File: src/core/sbs_consts.svh
// Constants for the stepper bridge switch control block
`ifndef SBS_CONSTS_SVH
`define SBS_CONSTS_SVH

// ----------------------------------------------------------------
// Timing
// ----------------------------------------------------------------
`define SBS_CLK_NS      20
`define SBS_DEAD_NS     300
`define SBS_DEAD_CYC    ((`SBS_DEAD_NS + `SBS_CLK_NS - 1) / `SBS_CLK_NS)
`define SBS_SENSE_CYC   5'h18

// ----------------------------------------------------------------
// Oscillator ramp thresholds in millivolts
// ----------------------------------------------------------------
`define SBS_OSC_HI_MV   12'h7D0
`define SBS_OSC_LO_MV   12'h1F4

// ----------------------------------------------------------------
// Switch patterns {hs_a, hs_b, ls_a, ls_b}
// ----------------------------------------------------------------
`define SBS_PAT_OFF     4'h0
`define SBS_PAT_CHG_FWD 4'h9
`define SBS_PAT_FST_FWD 4'h6
`define SBS_PAT_SLOW    4'h3

// ----------------------------------------------------------------
// Registers
// ----------------------------------------------------------------
`define SBS_ADDR_CTRL   8'h00
`define SBS_ADDR_STAT   8'h04
`define SBS_ADDR_MASK   8'h08
`define SBS_ADDR_STATE  8'h0C
`define SBS_CTRL_RST    1'h1
`define SBS_ST_STEP     0
`define SBS_ST_THERM    1
`define SBS_ST_CHOP     2
`define SBS_ST_W        3

`endif

File: src/core/sbs_pkg.sv
// Types shared by the stepper bridge switch control modules
package sbs_pkg;
    typedef enum logic [2:0] {
        SBS_PH_CHARGE = 3'b001,
        SBS_PH_SLOW   = 3'b010,
        SBS_PH_FAST   = 3'b100
    } sbs_phase_e;

    typedef enum logic [1:0] {
        SBS_DT_HOLD = 2'b01,
        SBS_DT_DEAD = 2'b10
    } sbs_dead_e;

    typedef logic [3:0] sbs_gate_t;
endpackage : sbs_pkg

File: src/core/sbs_gate_if.sv
// Gate request and gate state between controller and dead-time stage
`timescale 1ns/10ps
`default_nettype none
interface sbs_gate_if;
    sbs_pkg::sbs_gate_t want;
    logic               kill;
    sbs_pkg::sbs_gate_t gate;
    logic               busy;

    modport ctrl (output want, output kill, input gate, input busy);
    modport dead (input want, input kill, output gate, output busy);
endinterface : sbs_gate_if
`default_nettype wire

File: src/core/sbs_dead_time.sv
// Dead-time insertion between bridge switch patterns
`timescale 1ns/10ps
`default_nettype none
`include "sbs_consts.svh"
module sbs_dead_time #(
    parameter int DEAD_CYC = `SBS_DEAD_CYC
) (
    // Clock and reset
    input  wire logic   ref_clk_i,
    input  wire logic   reset_n_i,
    // Gate path
    sbs_gate_if.dead    gif
);
    localparam int CW = $clog2(DEAD_CYC + 1);

    sbs_pkg::sbs_dead_e state_reg;
    logic [CW-1:0]      cnt_reg;
    sbs_pkg::sbs_gate_t gate_reg;
    logic [CW-1:0]      zero_reg;

    assign gif.gate = gate_reg;
    assign gif.busy = (state_reg == sbs_pkg::SBS_DT_DEAD);

    // ----------------------------------------------------------------
    // Pattern sequencing
    // ----------------------------------------------------------------
    // RULE3 RULE16 counted dead gap
    always_ff @(posedge ref_clk_i or negedge reset_n_i)
    begin
        if (!reset_n_i)
        begin
            state_reg <= sbs_pkg::SBS_DT_HOLD;
            cnt_reg   <= '0;
            gate_reg  <= `SBS_PAT_OFF;
        end
        else if (gif.kill || gif.want == `SBS_PAT_OFF)
        begin
            // Turning off never waits: no overlap is possible
            state_reg <= sbs_pkg::SBS_DT_HOLD;
            gate_reg  <= `SBS_PAT_OFF;
        end
        else
        begin
            unique case (state_reg)
                sbs_pkg::SBS_DT_HOLD:
                    if (gif.want != gate_reg)
                    begin
                        state_reg <= sbs_pkg::SBS_DT_DEAD;
                        cnt_reg   <= CW'(DEAD_CYC - 1);
                        gate_reg  <= `SBS_PAT_OFF;
                    end
                sbs_pkg::SBS_DT_DEAD:
                    if (cnt_reg == '0)
                    begin
                        state_reg <= sbs_pkg::SBS_DT_HOLD;
                        gate_reg  <= gif.want;
                    end
                    else
                        cnt_reg <= cnt_reg - 1'b1;
            endcase
        end
    end

    // ----------------------------------------------------------------
    // Checks
    // ----------------------------------------------------------------
    always_ff @(posedge ref_clk_i or negedge reset_n_i)
    begin
        if (!reset_n_i)
            zero_reg <= '0;
        else if (gate_reg != `SBS_PAT_OFF)
            zero_reg <= '0;
        else if (zero_reg != CW'(DEAD_CYC))
            zero_reg <= zero_reg + 1'b1;
    end
endmodule : sbs_dead_time
`default_nettype wire

File: src/core/sbs_chop_clock.sv
// Chopping clock from the oscillator ramp with hysteresis
`timescale 1ns/10ps
`default_nettype none
`include "sbs_consts.svh"
module sbs_chop_clock #(
    parameter logic [11:0] HI_MV = `SBS_OSC_HI_MV,
    parameter logic [11:0] LO_MV = `SBS_OSC_LO_MV
) (
    // Clock and reset
    input  wire logic        ref_clk_i,
    input  wire logic        reset_n_i,
    // Ramp sample and chopping clock
    input  wire logic [11:0] osc_mv_i,
    output logic             chop_lvl_o,
    output logic             chop_rise_o
);
    logic lvl_reg;
    logic rise_reg;

    assign chop_lvl_o  = lvl_reg;
    assign chop_rise_o = rise_reg;

    // RULE4 hysteresis comparator
    always_ff @(posedge ref_clk_i or negedge reset_n_i)
    begin
        if (!reset_n_i)
        begin
            lvl_reg  <= 1'b0;
            rise_reg <= 1'b0;
        end
        else
        begin
            if (osc_mv_i >= HI_MV)
                lvl_reg <= 1'b1;
            else if (osc_mv_i <= LO_MV)
                lvl_reg <= 1'b0;
            rise_reg <= (osc_mv_i >= HI_MV) && !lvl_reg;
        end
    end
endmodule : sbs_chop_clock
`default_nettype wire

File: src/core/sbs_bridge_ctrl.sv
// Top of the stepper bridge switch control block
//
// How it works
// RULE1 - Forward current: charge hs_a+ls_b, slow both low, fast hs_b+ls_a.
// RULE2 - Reverse current: charge hs_b+ls_a, slow both low, fast hs_a+ls_b.
// RULE3 - Every pattern change keeps switches off about 300 ns first.
// RULE4 - Chop clock high at ramp 2 V or more, low at 0.5 V or less.
// RULE5 - Reset released, enable low: outputs off, step counter still advances.
// RULE6 - Enable high, reset low: step clocks ignored, initial state held.
// RULE7 - Outputs driven only with reset released and enable high.
// RULE8 - Enable low forces all four switches off at once.
// RULE9 - Controller keeps inputs low during supply power up.
// RULE10 - Controller raises reset and enable last, drops them first.
// RULE11 - Thermal trip switches all bridge outputs off.
// RULE12 - Reset low: initial position, initial state flag driven low.
// RULE13 - After reset release, next step edge moves past initial state.
// RULE14 - Step clock resets chop counter at next chop rise, then charge.
// RULE15 - Enable low gates output stage only; sequencing keeps going.
// RULE16 - Dead gap counted in logic clocks, rounded up.
//
// Chosen here: the plain strobed port and the register offsets.
`timescale 1ns/10ps
`default_nettype none
`include "sbs_consts.svh"
module sbs_bridge_ctrl #(
    parameter int POS_W  = 4,
    parameter int CHOP_W = 8
) (
    // Clock and reset
    input  wire logic        ref_clk_i,
    input  wire logic        reset_n_i,
    // Step controller pins
    input  wire logic        step_clk_i,
    input  wire logic        drive_reset_n_i,
    input  wire logic        enable_i,
    input  wire logic        dir_i,
    // Chopper inputs
    input  wire logic [11:0] osc_mv_i,
    input  wire logic [2:0]  phase_req_i,
    input  wire logic        thermal_trip_i,
    // Bridge switches
    output logic             high_side_switch_a_o,
    output logic             high_side_switch_b_o,
    output logic             low_side_switch_a_o,
    output logic             low_side_switch_b_o,
    // Initial state flag, open drain
    output logic             initial_state_flag_o,
    output logic             initial_state_flag_oe_o,
    // Register port
    input  wire logic [7:0]  reg_addr_i,
    input  wire logic [31:0] reg_wdata_i,
    input  wire logic        reg_wr_i,
    input  wire logic        reg_rd_i,
    output logic [31:0]      reg_rdata_o,
    output logic             irq_o
);
    sbs_gate_if gif ();

    logic                   step_prev_reg;
    logic                   therm_prev_reg;
    logic [POS_W-1:0]       pos_reg;
    logic                   pend_reg;
    logic [CHOP_W-1:0]      chop_cnt_reg;
    logic [4:0]             sense_cnt_reg;
    logic                   flag_oe_reg;
    logic                   ctrl_en_reg;
    logic [`SBS_ST_W-1:0]   status_reg;
    logic [`SBS_ST_W-1:0]   status_next;
    logic [`SBS_ST_W-1:0]   mask_reg;
    logic [31:0]            rdata_reg;
    logic                   irq_reg;

    logic                   step_rise;
    logic                   chop_rise;
    logic                   chop_restart;
    logic                   cur_neg;
    logic                   outputs_on;
    logic [`SBS_ST_W-1:0]   events;
    sbs_pkg::sbs_phase_e    eff_phase;
    sbs_pkg::sbs_gate_t     pattern;

    // ----------------------------------------------------------------
    // Submodules
    // ----------------------------------------------------------------
    sbs_chop_clock u_chop (
        .ref_clk_i   (ref_clk_i),
        .reset_n_i   (reset_n_i),
        .osc_mv_i    (osc_mv_i),
        .chop_lvl_o  (),
        .chop_rise_o (chop_rise)
    );

    sbs_dead_time u_dead (
        .ref_clk_i (ref_clk_i),
        .reset_n_i (reset_n_i),
        .gif       (gif.dead)
    );

    assign high_side_switch_a_o    = gif.gate[3];
    assign high_side_switch_b_o    = gif.gate[2];
    assign low_side_switch_a_o     = gif.gate[1];
    assign low_side_switch_b_o     = gif.gate[0];
    // Open drain: data stays low, the enable moves the pin
    assign initial_state_flag_o    = 1'b0;
    assign initial_state_flag_oe_o = flag_oe_reg;
    assign reg_rdata_o             = rdata_reg;
    assign irq_o                   = irq_reg;

    // ----------------------------------------------------------------
    // Step position
    // ----------------------------------------------------------------
    // Pins arrive synchronous, so a single delay finds the edge
    assign step_rise = step_clk_i && !step_prev_reg;
    assign cur_neg   = pos_reg[POS_W-1];

    always_ff @(posedge ref_clk_i or negedge reset_n_i)
    begin
        if (!reset_n_i)
        begin
            step_prev_reg  <= 1'b0;
            therm_prev_reg <= 1'b0;
        end
        else
        begin
            step_prev_reg  <= step_clk_i;
            therm_prev_reg <= thermal_trip_i;
        end
    end

    // RULE6 RULE12 held at initial position
    // RULE5 RULE13 RULE15 advance ignores enable
    always_ff @(posedge ref_clk_i or negedge reset_n_i)
    begin
        if (!reset_n_i)
            pos_reg <= '0;
        else if (!drive_reset_n_i)
            pos_reg <= '0;
        else if (step_rise)
            pos_reg <= dir_i ? pos_reg - 1'b1 : pos_reg + 1'b1;
    end

    // RULE12 flag low while at initial position
    always_ff @(posedge ref_clk_i or negedge reset_n_i)
    begin
        if (!reset_n_i)
            flag_oe_reg <= 1'b1;
        else
            flag_oe_reg <= (pos_reg == '0);
    end

    // ----------------------------------------------------------------
    // Chopping counter and sensing charge
    // ----------------------------------------------------------------
    assign chop_restart = chop_rise && pend_reg;

    // RULE14 restart on the chop rise after a step
    always_ff @(posedge ref_clk_i or negedge reset_n_i)
    begin
        if (!reset_n_i)
        begin
            pend_reg      <= 1'b0;
            chop_cnt_reg  <= '0;
            sense_cnt_reg <= '0;
        end
        else
        begin
            // A step landing on the restart edge waits for the next one
            if (step_rise && drive_reset_n_i)
                pend_reg <= 1'b1;
            else if (chop_restart)
                pend_reg <= 1'b0;
            if (chop_restart)
            begin
                chop_cnt_reg  <= '0;
                // Outlasts the dead gap so the charge reaches the bridge
                sense_cnt_reg <= `SBS_SENSE_CYC;
            end
            else
            begin
                if (chop_rise)
                    chop_cnt_reg <= chop_cnt_reg + 1'b1;
                if (sense_cnt_reg != '0)
                    sense_cnt_reg <= sense_cnt_reg - 1'b1;
            end
        end
    end

    // ----------------------------------------------------------------
    // Phase to switch pattern
    // ----------------------------------------------------------------
    always_comb
    begin
        if (sense_cnt_reg != '0)
            eff_phase = sbs_pkg::SBS_PH_CHARGE;
        else
        begin
            unique case (phase_req_i)
                3'h1:    eff_phase = sbs_pkg::SBS_PH_CHARGE;
                3'h4:    eff_phase = sbs_pkg::SBS_PH_FAST;
                // Illegal codes fall back to the gentlest decay
                default: eff_phase = sbs_pkg::SBS_PH_SLOW;
            endcase
        end
    end

    // RULE1 RULE2 pattern per direction
    always_comb
    begin
        pattern = `SBS_PAT_OFF;
        unique case (eff_phase)
            sbs_pkg::SBS_PH_CHARGE:
                pattern = cur_neg ? `SBS_PAT_FST_FWD : `SBS_PAT_CHG_FWD;
            sbs_pkg::SBS_PH_FAST:
                pattern = cur_neg ? `SBS_PAT_CHG_FWD : `SBS_PAT_FST_FWD;
            sbs_pkg::SBS_PH_SLOW:
                pattern = `SBS_PAT_SLOW;
        endcase
    end

    // RULE7 RULE8 RULE11 output stage gating
    assign outputs_on = drive_reset_n_i && enable_i && ctrl_en_reg
                        && !thermal_trip_i;
    assign gif.kill   = !outputs_on;
    assign gif.want   = outputs_on ? pattern : `SBS_PAT_OFF;

    // ----------------------------------------------------------------
    // Registers and interrupt
    // ----------------------------------------------------------------
    always_comb
    begin
        events                = '0;
        events[`SBS_ST_STEP]  = step_rise && drive_reset_n_i;
        events[`SBS_ST_THERM] = thermal_trip_i && !therm_prev_reg;
        events[`SBS_ST_CHOP]  = chop_restart;
        status_next           = status_reg;
        if (reg_wr_i && reg_addr_i == `SBS_ADDR_STAT)
            status_next = status_reg & ~reg_wdata_i[`SBS_ST_W-1:0];
        // Set wins over a clear in the same cycle
        status_next = status_next | events;
    end

    always_ff @(posedge ref_clk_i or negedge reset_n_i)
    begin
        if (!reset_n_i)
        begin
            ctrl_en_reg <= `SBS_CTRL_RST;
            mask_reg    <= '0;
            status_reg  <= '0;
            irq_reg     <= 1'b0;
        end
        else
        begin
            status_reg <= status_next;
            // Mask writes reach the interrupt a cycle later
            irq_reg    <= |(status_next & mask_reg);
            if (reg_wr_i && reg_addr_i == `SBS_ADDR_CTRL)
                ctrl_en_reg <= reg_wdata_i[0];
            if (reg_wr_i && reg_addr_i == `SBS_ADDR_MASK)
                mask_reg <= reg_wdata_i[`SBS_ST_W-1:0];
        end
    end

    always_ff @(posedge ref_clk_i or negedge reset_n_i)
    begin
        if (!reset_n_i)
            rdata_reg <= '0;
        else if (!reg_rd_i)
            rdata_reg <= '0;
        else
        begin
            unique case (reg_addr_i)
                `SBS_ADDR_CTRL:  rdata_reg <= {31'h0, ctrl_en_reg};
                `SBS_ADDR_STAT:  rdata_reg <= {29'h0, status_reg};
                `SBS_ADDR_MASK:  rdata_reg <= {29'h0, mask_reg};
                `SBS_ADDR_STATE: rdata_reg <= 32'({chop_cnt_reg,
                                     gif.gate, gif.busy, eff_phase,
                                     pos_reg});
                default:         rdata_reg <= '0;
            endcase
        end
    end
endmodule : sbs_bridge_ctrl
`default_nettype wire

File: config.mk
export PLATFORM = sky130hd
export DESIGN_NAME = sbs_bridge_ctrl
export DESIGN_NICKNAME = d
export VERILOG_FILES = /design/src/core/sbs_pkg.sv /design/src/core/sbs_gate_if.sv /design/src/core/sbs_dead_time.sv /design/src/core/sbs_chop_clock.sv /design/src/core/sbs_bridge_ctrl.sv
export VERILOG_INCLUDE_DIRS = /design/src /design/src/core
export SDC_FILE = /design/constraint.sdc
export NUM_CORES = 1
export LEC_CHECK = 0
export ABC_AREA = 1
export BUFFER_PORTS_ARGS = -buffer_cell sky130_fd_sc_hd__buf_2
export CAP_MARGIN = 30
export CORE_MARGIN = 1.5
export CORE_UTILIZATION = 50
export CTS_BUF_LIST = sky130_fd_sc_hd__clkbuf_4 sky130_fd_sc_hd__clkbuf_8 sky130_fd_sc_hd__clkbuf_16
export DETAILED_ROUTE_END_ITERATION = 7
export PLACE_DENSITY = 0.91
export SETUP_SLACK_MARGIN = 0.2
export SLEW_MARGIN = 20
export SYNTH_ARGS = -nofsm -noshare
export SYNTH_HDL_FRONTEND = slang
export SYNTH_SLANG_ARGS = --single-unit
File: constraint.sdc
create_clock -name ref_clk_i -period 1.88 [get_ports ref_clk_i]
set_input_delay 0.282 -clock ref_clk_i [delete_from_list [all_inputs] [get_ports ref_clk_i]]
set_output_delay 0.282 -clock ref_clk_i [all_outputs]
set_load 0.01 [all_outputs]
### Word-level counts from Yosys, hierarchy flattened

Cells that the tools add are included.

* flip-flop bits (word level): 73
* input port bits: 64
* output and inout port bits: 39
* word-level logic and storage cells: 105

* add/subtract/negate cells: 5
* $lt $le $gt $ge: 2
* equality and inequality tests: 16
* muxes and demuxes: 31
* bitwise gates (word level): 5
* reductions and logical operators: 29

Operators by type and width (count)
* $pmux W20 S4: 1
* $mux W4: 11
* $mux W32: 1
* $eq A8 B4 Y1 const B: 2
* $mux W8: 2
* $pmux W4 S2: 2
* $ge A12 B11 Y1 const B: 1
* $le A12 B9 Y1 const B: 1
* $logic_not A4 Y1: 3
* $pmux W4 S3: 1
* $logic_and A1 B1 Y1: 11
* $mux W5: 2
* $add A8 B1 Y8 const B: 1
* $eq A8 B3 Y1 const B: 1
* $logic_not A8 Y1: 1
* $reduce_bool A2 Y1: 4
* $sub A4 B1 Y4 const B: 2
* $and A3 B3 Y3: 2
* $eq A3 B1 Y1 const B: 2
* $eq A3 B3 Y1 const B: 2
* $mux W2: 3
* $mux W3: 2
* $ne A3 B1 Y1 const B: 2
* $pmux W3 S2: 1
* 19 further kinds: 27

### Logic depth before layout (Yosys ltp)

* word-level depth: 10
* mapped depth: 15
* depth with buffers taken out: 15

### Cells and area by module

A second synthesis with hierarchy kept.

* cells, all modules: 376
* area total of the unflattened synthesis: 3134.3 um^2

By module, submodules not included
* sbs_bridge_ctrl: instances 1, cells an instance 269, area each 2328.5 um^2, seq. area each 1228.7 um^2
* sbs_dead_time: instances 1, cells an instance 79, area each 643.1 um^2, seq. area each 251.5 um^2
* sbs_chop_clock: instances 1, cells an instance 28, area each 162.7 um^2, seq. area each 50.0 um^2

### Worst setup path after synthesis

OpenSTA, ideal clock, no wires.

* path kind: flip-flop to flip-flop
* start point: register sense_cnt_reg[0]
* end point: register u_dead.gate_reg[1], in the netlist u_dead.gif.gate[1]
* setup time: 0.065 ns
* arrival time: 1.652 ns
* required time: 1.815 ns
* slack: 0.163 ns
* cell stages (with the launch flop): 16
* buffers on the path: 1
* period minus slack after synthesis: 1.717 ns
* cells stage by stage: dfrtp_1 inv_1 ha_1 nand2_1 nor2_2 buf_6 nand3_4 nand2_2 nand2_1 nand2_1 nand2_1 nor2_2 nand3_2 nand2_1 nand3_1 nand2_1

* cells in the longest elaborated chain, start to end: 9
* elaborated cells between the ends (all ways): 16
* classes of those cells: eq/ne: 6; mux: 6; reduce/logical: 4

Ends and longest elaborated chain
* start: declaration: RTL line sbs_bridge_ctrl.sv:64 `logic [4:0] sense_cnt_reg;`
* start signal: assignment: RTL line sbs_bridge_ctrl.sv:176 `` sense_cnt_reg <= `SBS_SENSE_CYC; ``
* start signal: assignment: RTL line sbs_bridge_ctrl.sv:183 `sense_cnt_reg <= sense_cnt_reg - 1'b1;`
* $reduce_bool A5 Y1 *: RTL line sbs_bridge_ctrl.sv:193 `if (sense_cnt_reg != '0)`
* $mux W3 *: RTL line sbs_bridge_ctrl.sv:193
* $eq A3 B2 Y1, or another cell as far along: RTL line sbs_bridge_ctrl.sv:210 `unique case (eff_phase)`
* $pmux W4 S3 *: RTL line sbs_bridge_ctrl.sv:210
* $mux W4 (no line) *
* $logic_not A4 Y1 (no line)
* $logic_or A1 B1 Y1 (no line)
* $ne A3 B1 Y1 (no line)
* $reduce_and A2 Y1 (no line)
* end signal: assignment: RTL line sbs_dead_time.sv:34 `` gate_reg <= `SBS_PAT_OFF; ``
* end signal: assignment: RTL line sbs_dead_time.sv:40 `` gate_reg <= `SBS_PAT_OFF; ``
* end signal: assignment: RTL line sbs_dead_time.sv:50 `` gate_reg <= `SBS_PAT_OFF; ``
* end: declaration: RTL line sbs_dead_time.sv:18 `sbs_pkg::sbs_gate_t gate_reg;`

Mark *: on every way between the ends. The rest lies on a longest branch, timed or not. The select of a mux whose other input is x is not followed.
A chain may end at the register's enable or synchronous reset.

### Final worst setup path

* start point: register sense_cnt_reg[1]
* end point: register u_dead.cnt_reg[2]

* cells in the longest elaborated chain, start to end: 9
* elaborated cells between the ends (all ways): 13
* classes of those cells: eq/ne: 5; mux: 3; bitwise: 1; reduce/logical: 4

Ends and longest elaborated chain
* $reduce_bool A5 Y1 *: RTL line sbs_bridge_ctrl.sv:193
* $mux W3 *: RTL line sbs_bridge_ctrl.sv:193
* $eq A3 B2 Y1, or another cell as far along: RTL line sbs_bridge_ctrl.sv:210
* $pmux W4 S3 *: RTL line sbs_bridge_ctrl.sv:210
* $mux W4 (no line) *
* parallel branches: the longest is 3 deep, another holds $ne A4 B4 Y1
* $reduce_and A3 Y1 (no line) *
* end signal: assignment: RTL line sbs_dead_time.sv:49 `cnt_reg <= CW'(DEAD_CYC - 1);`
* end signal: assignment: RTL line sbs_dead_time.sv:59 `cnt_reg <= cnt_reg - 1'b1;`
* end: declaration: RTL line sbs_dead_time.sv:17 `logic [CW-1:0] cnt_reg;`

Mark *: on every way between the ends.

==> run metrics <==
final net count approximately 490; sink of the worst hold path step_prev_reg$_DFF_PN0_; Setup crit end kind flip-flop; clock group share of total power between 30% and 40%; Initial Util 52.41%; Tot GR Track Use 22.51%; pin count of the biggest net entering global routing 27; insertion delay to the later sink of the worst-skew pair approximately 0.35 ns; top cell type by total area after synthesis dfrtp_1; largest family of logic cells by synthesized area simple AND/OR/NAND/NOR gates; hold depth 1; CP max-delay cell dfrtp_1; PD cells slightly above 900 nW/µm²; CTS Root Cell clkbuf_8; mapped cell area approximately 2900 µm²; multi-input gate area in the final layout roughly 1300 µm²; Reg2Reg Setup Slack -0.03 ns; RR Startpoint sense_cnt_reg[1]$_DFFE_PN0P_; gpl congestion 0.8238; DR vias/cell 5.145; Reg clk slew, reported paths about 0.070 ns; final core occ 67.12%; P_sw roughly 0.00095 W; WP data required between 2 and 2.5 ns; post-synthesis mux area share 0%; adder-cell share of the synthesized area 3.255%; hold_sp step_clk_i; Post-Place Cells 470; sequential fraction of the synthesis area between 50% and 60%; power share of the sequential group a little over two fifths; Worst R2R End u_dead.cnt_reg[2]$_DFFE_PN0P_; final setup TNS -0.09065 ns; drt first-iter violations between 150 and 200; first-pass GRT wire length between 10 and 15 mm; complex-gate fraction of the synthesized area 8.822%; CTS sink cnt a little over 60; CTS tree done; share of post-route cells with drive strength above 1 between 30% and 40%; most common cell after layout, fill and taps aside buf_2; Wirelength per Cell between 10 and 15 µm; fin crit share 101.5%; worst clock skew roughly 0.0050 ns; Internal Power approximately 0.0026 W; most frequent cells in the layout buf_2 (60), dfrtp_1 (57), nand2_1 (55); failing checks setup timing; die width just under 80 µm; Core ar. approximately 5600 µm²; logic gate share of total power a little under a fifth; ANT cells 0; status complete, but fails checks; Hold Fails Final Rpt 0; Die H roughly 80 µm; Hold WC Path Type primary input to flip-flop; xor/xnor cell area share of the yosys netlist ~2.1%; DRT Pass-1 Iters 5; Largest register FFs 20; fmax roughly 520 MHz; # rows 27; share of the synthesized area in the top cell type between 40% and 50%; clock buffer depth 2; Max-Cap Viols 0; post-synthesis simple-gate area fraction between 20% and 30%; Max-slew headroom roughly 57%; worst slew pin tran between 0.6 and 0.7 ns; Routed Antenna Nets 0; synthesized instance count about 340; RSZ-0062 raised after global routing true; H-tree level count 3; synthesized area per cell around 8.7 µm²; Routed Wire Length about 6.7 mm; via count ~2500; # port buffers 60; Static Leakage about 2 nW; maximum VDD drop approximately 0.62 mV; critical path's largest stage delay between 0.3 and 0.4 ns; Die ar. approximately 6300 µm²; Setup WS post-layout -0.02873 ns; worst-path fanout max 5; crit-path cells inv_2 -> ha_4 -> nand2_4 -> nor2_4 -> buf_6 -> nand3_4 -> nand2_4 -> nand2_2 -> nand2_2 -> nand2_2 -> nor2_4 -> nand3_4 -> nand2_4 -> nand2_1 -> o21ai_1; Cell variety after synth 37; Fill cells about 430; critical path class flip-flop to flip-flop; Final setup viols 8; area delta synth->final 28.05%; vias in the first global route ~2500; Sw Ratio 27.07%; initial antenna violation count 0; Arrival @ worst endpoint around 2.2 ns; clock period minus worst slack approximately 1.9 ns; DP Wirelength 4.506 mm; Yosys reg bits 61; IO Count around 100; R2R depth 15; top cells by area, synth dfrtp_1 (50%), nand2_1 (8.5%), inv_1 (5.3%); final non-filler cell total about 500; cts bufs inserted 9; drt drc 0; GRT overflow 0; Synthesis Warnings 0; Storage cell area 1531 µm²; fin. max-slew vios 0; crit path launch type flip-flop
[critical path: cells and delay by family (launching register included)]
family          cells  cell delay (ns)
buf+inv             2             0.22
fa+ha+maj           1             0.14
simple gates       11             1.01
flops               1             0.39
compound gates      1             0.08
[synthesized netlist by cell type]
| cell | n |
|---|---|
| o211a_1 | 1 |
| o21ai_0 | 13 |
| inv_2 | 4 |
| o211ai_1 | 2 |
| a31oi_1 | 1 |
| buf_4 | 13 |
| o31ai_1 | 2 |
| xor2_1 | 5 |
| nand3_2 | 1 |
| clkbuf_1 | 3 |
| nor4_2 | 1 |
| ha_1 | 6 |
| nand4_1 | 8 |
| xnor2_1 | 2 |
| buf_6 | 1 |
| inv_1 | 41 |
| o22ai_1 | 3 |
| nor2_2 | 4 |
| nand3_4 | 1 |
| nand2_2 | 1 |
| nand3_1 | 23 |
| nand2_1 | 66 |
| or2_1 | 1 |
| fa_1 | 1 |
| buf_2 | 1 |
| a21oi_1 | 7 |
| dfrtp_1 | 58 |
| conb_1 | 1 |
| nor4_1 | 2 |
| o21a_1 | 2 |
| o21ai_1 | 12 |
| nor3_1 | 6 |
| dfstp_2 | 3 |
| nand2_4 | 1 |
| a41oi_1 | 1 |
| nor2_1 | 36 |
| o41ai_1 | 1 |
[timing repair]
item                       CTS  global route
hold buffers                 1             0
cloned                       1             0
pin swaps                    7            14
resized for setup           16            15
hold endpoints to repair    20             0
buffers inserted             5             2
setup endpoints to repair   10            11
[routing by layer]
metal | vias to the layer above | global-route usage [%] | part of all wire, %
li1 | 1230 | - | -
met1 | 1217 | 23.68 | 39
met2 | 83 | 39.75 | 53
met3 | 17 | 8.000 | 5.5
met4 | 0 | 10.70 | 2.0
met5 | - | 0 | 0
[layout make-up]
class                      instances  area share, %
inverter                          45          4.515
clock buffer                      13          4.448
timing repair buffer              77          12.04
sequential                        61          40.94
multi-input combinational        224          33.85
clock inverter                     3          1.806
tap                               72          2.408
[worst max path at each step]
| stage | endpoint | slack [ns] | startpoint |
|---|---|---|---|
| after CTS | u_dead.gif.gate[0]$_DFFE_PN0P_ | 0.02 | sense_cnt_reg[1]$_DFFE_PN0P_ |
| after global placement | u_dead.cnt_reg[0]$_DFFE_PN0P_ | 0.02 | sense_cnt_reg[1]$_DFFE_PN0P_ |
| after global routing | u_dead.gif.gate[0]$_DFFE_PN0P_ | -0.13 | sense_cnt_reg[1]$_DFFE_PN0P_ |
| after floorplan | u_dead.cnt_reg[0]$_DFFE_PN0P_ | 0.20 | sense_cnt_reg[1]$_DFFE_PN0P_ |
| final | u_dead.cnt_reg[2]$_DFFE_PN0P_ | -0.03 | sense_cnt_reg[1]$_DFFE_PN0P_ |
| after detailed placement | u_dead.cnt_reg[0]$_DFFE_PN0P_ | -0.07 | sense_cnt_reg[1]$_DFFE_PN0P_ |
[kinds of logic (layout without fill, tap and decap cells)]
logic type / after synthesis / in the layout
simple gates: 151 / 152
buf+inv: 63 / 138
flops: 61 / 61
compound gates: 45 / 45
fa+ha+maj: 7 / 7
xor+xnor: 7 / 7
other cells: 1 / 13
[metrics by stage]
| step | power (W) | hold WS [ns] | setup WS (ns) | instance area, µm² |
|---|---|---|---|---|
| floorplan | 0.001831 | -0.01359 | 0.2020 | 2969 |
| global placement | 0.001957 | 0.2789 | 0.02345 | 3314 |
| detailed placement | 0.002003 | 0.2954 | -0.07471 | 3314 |
| CTS | 0.003462 | 0.06391 | 0.01863 | 3672 |
| global route | 0.003651 | 0.06587 | -0.1333 | 3741 |
| finish | 0.003501 | 0.07404 | -0.02873 | 3741 |
[power by group through the flow]
stage,Combinational [W],Sequential (W),Clock [W]
global route,0.000730,0.00150,0.00143
finish,0.000660,0.00149,0.00135
floorplan,0.000338,0.00149,0
global placement,0.000461,0.00150,0
detailed placement,0.000498,0.00151,0
CTS,0.000604,0.00149,0.00137
Power figures use the tool's default switching activity.
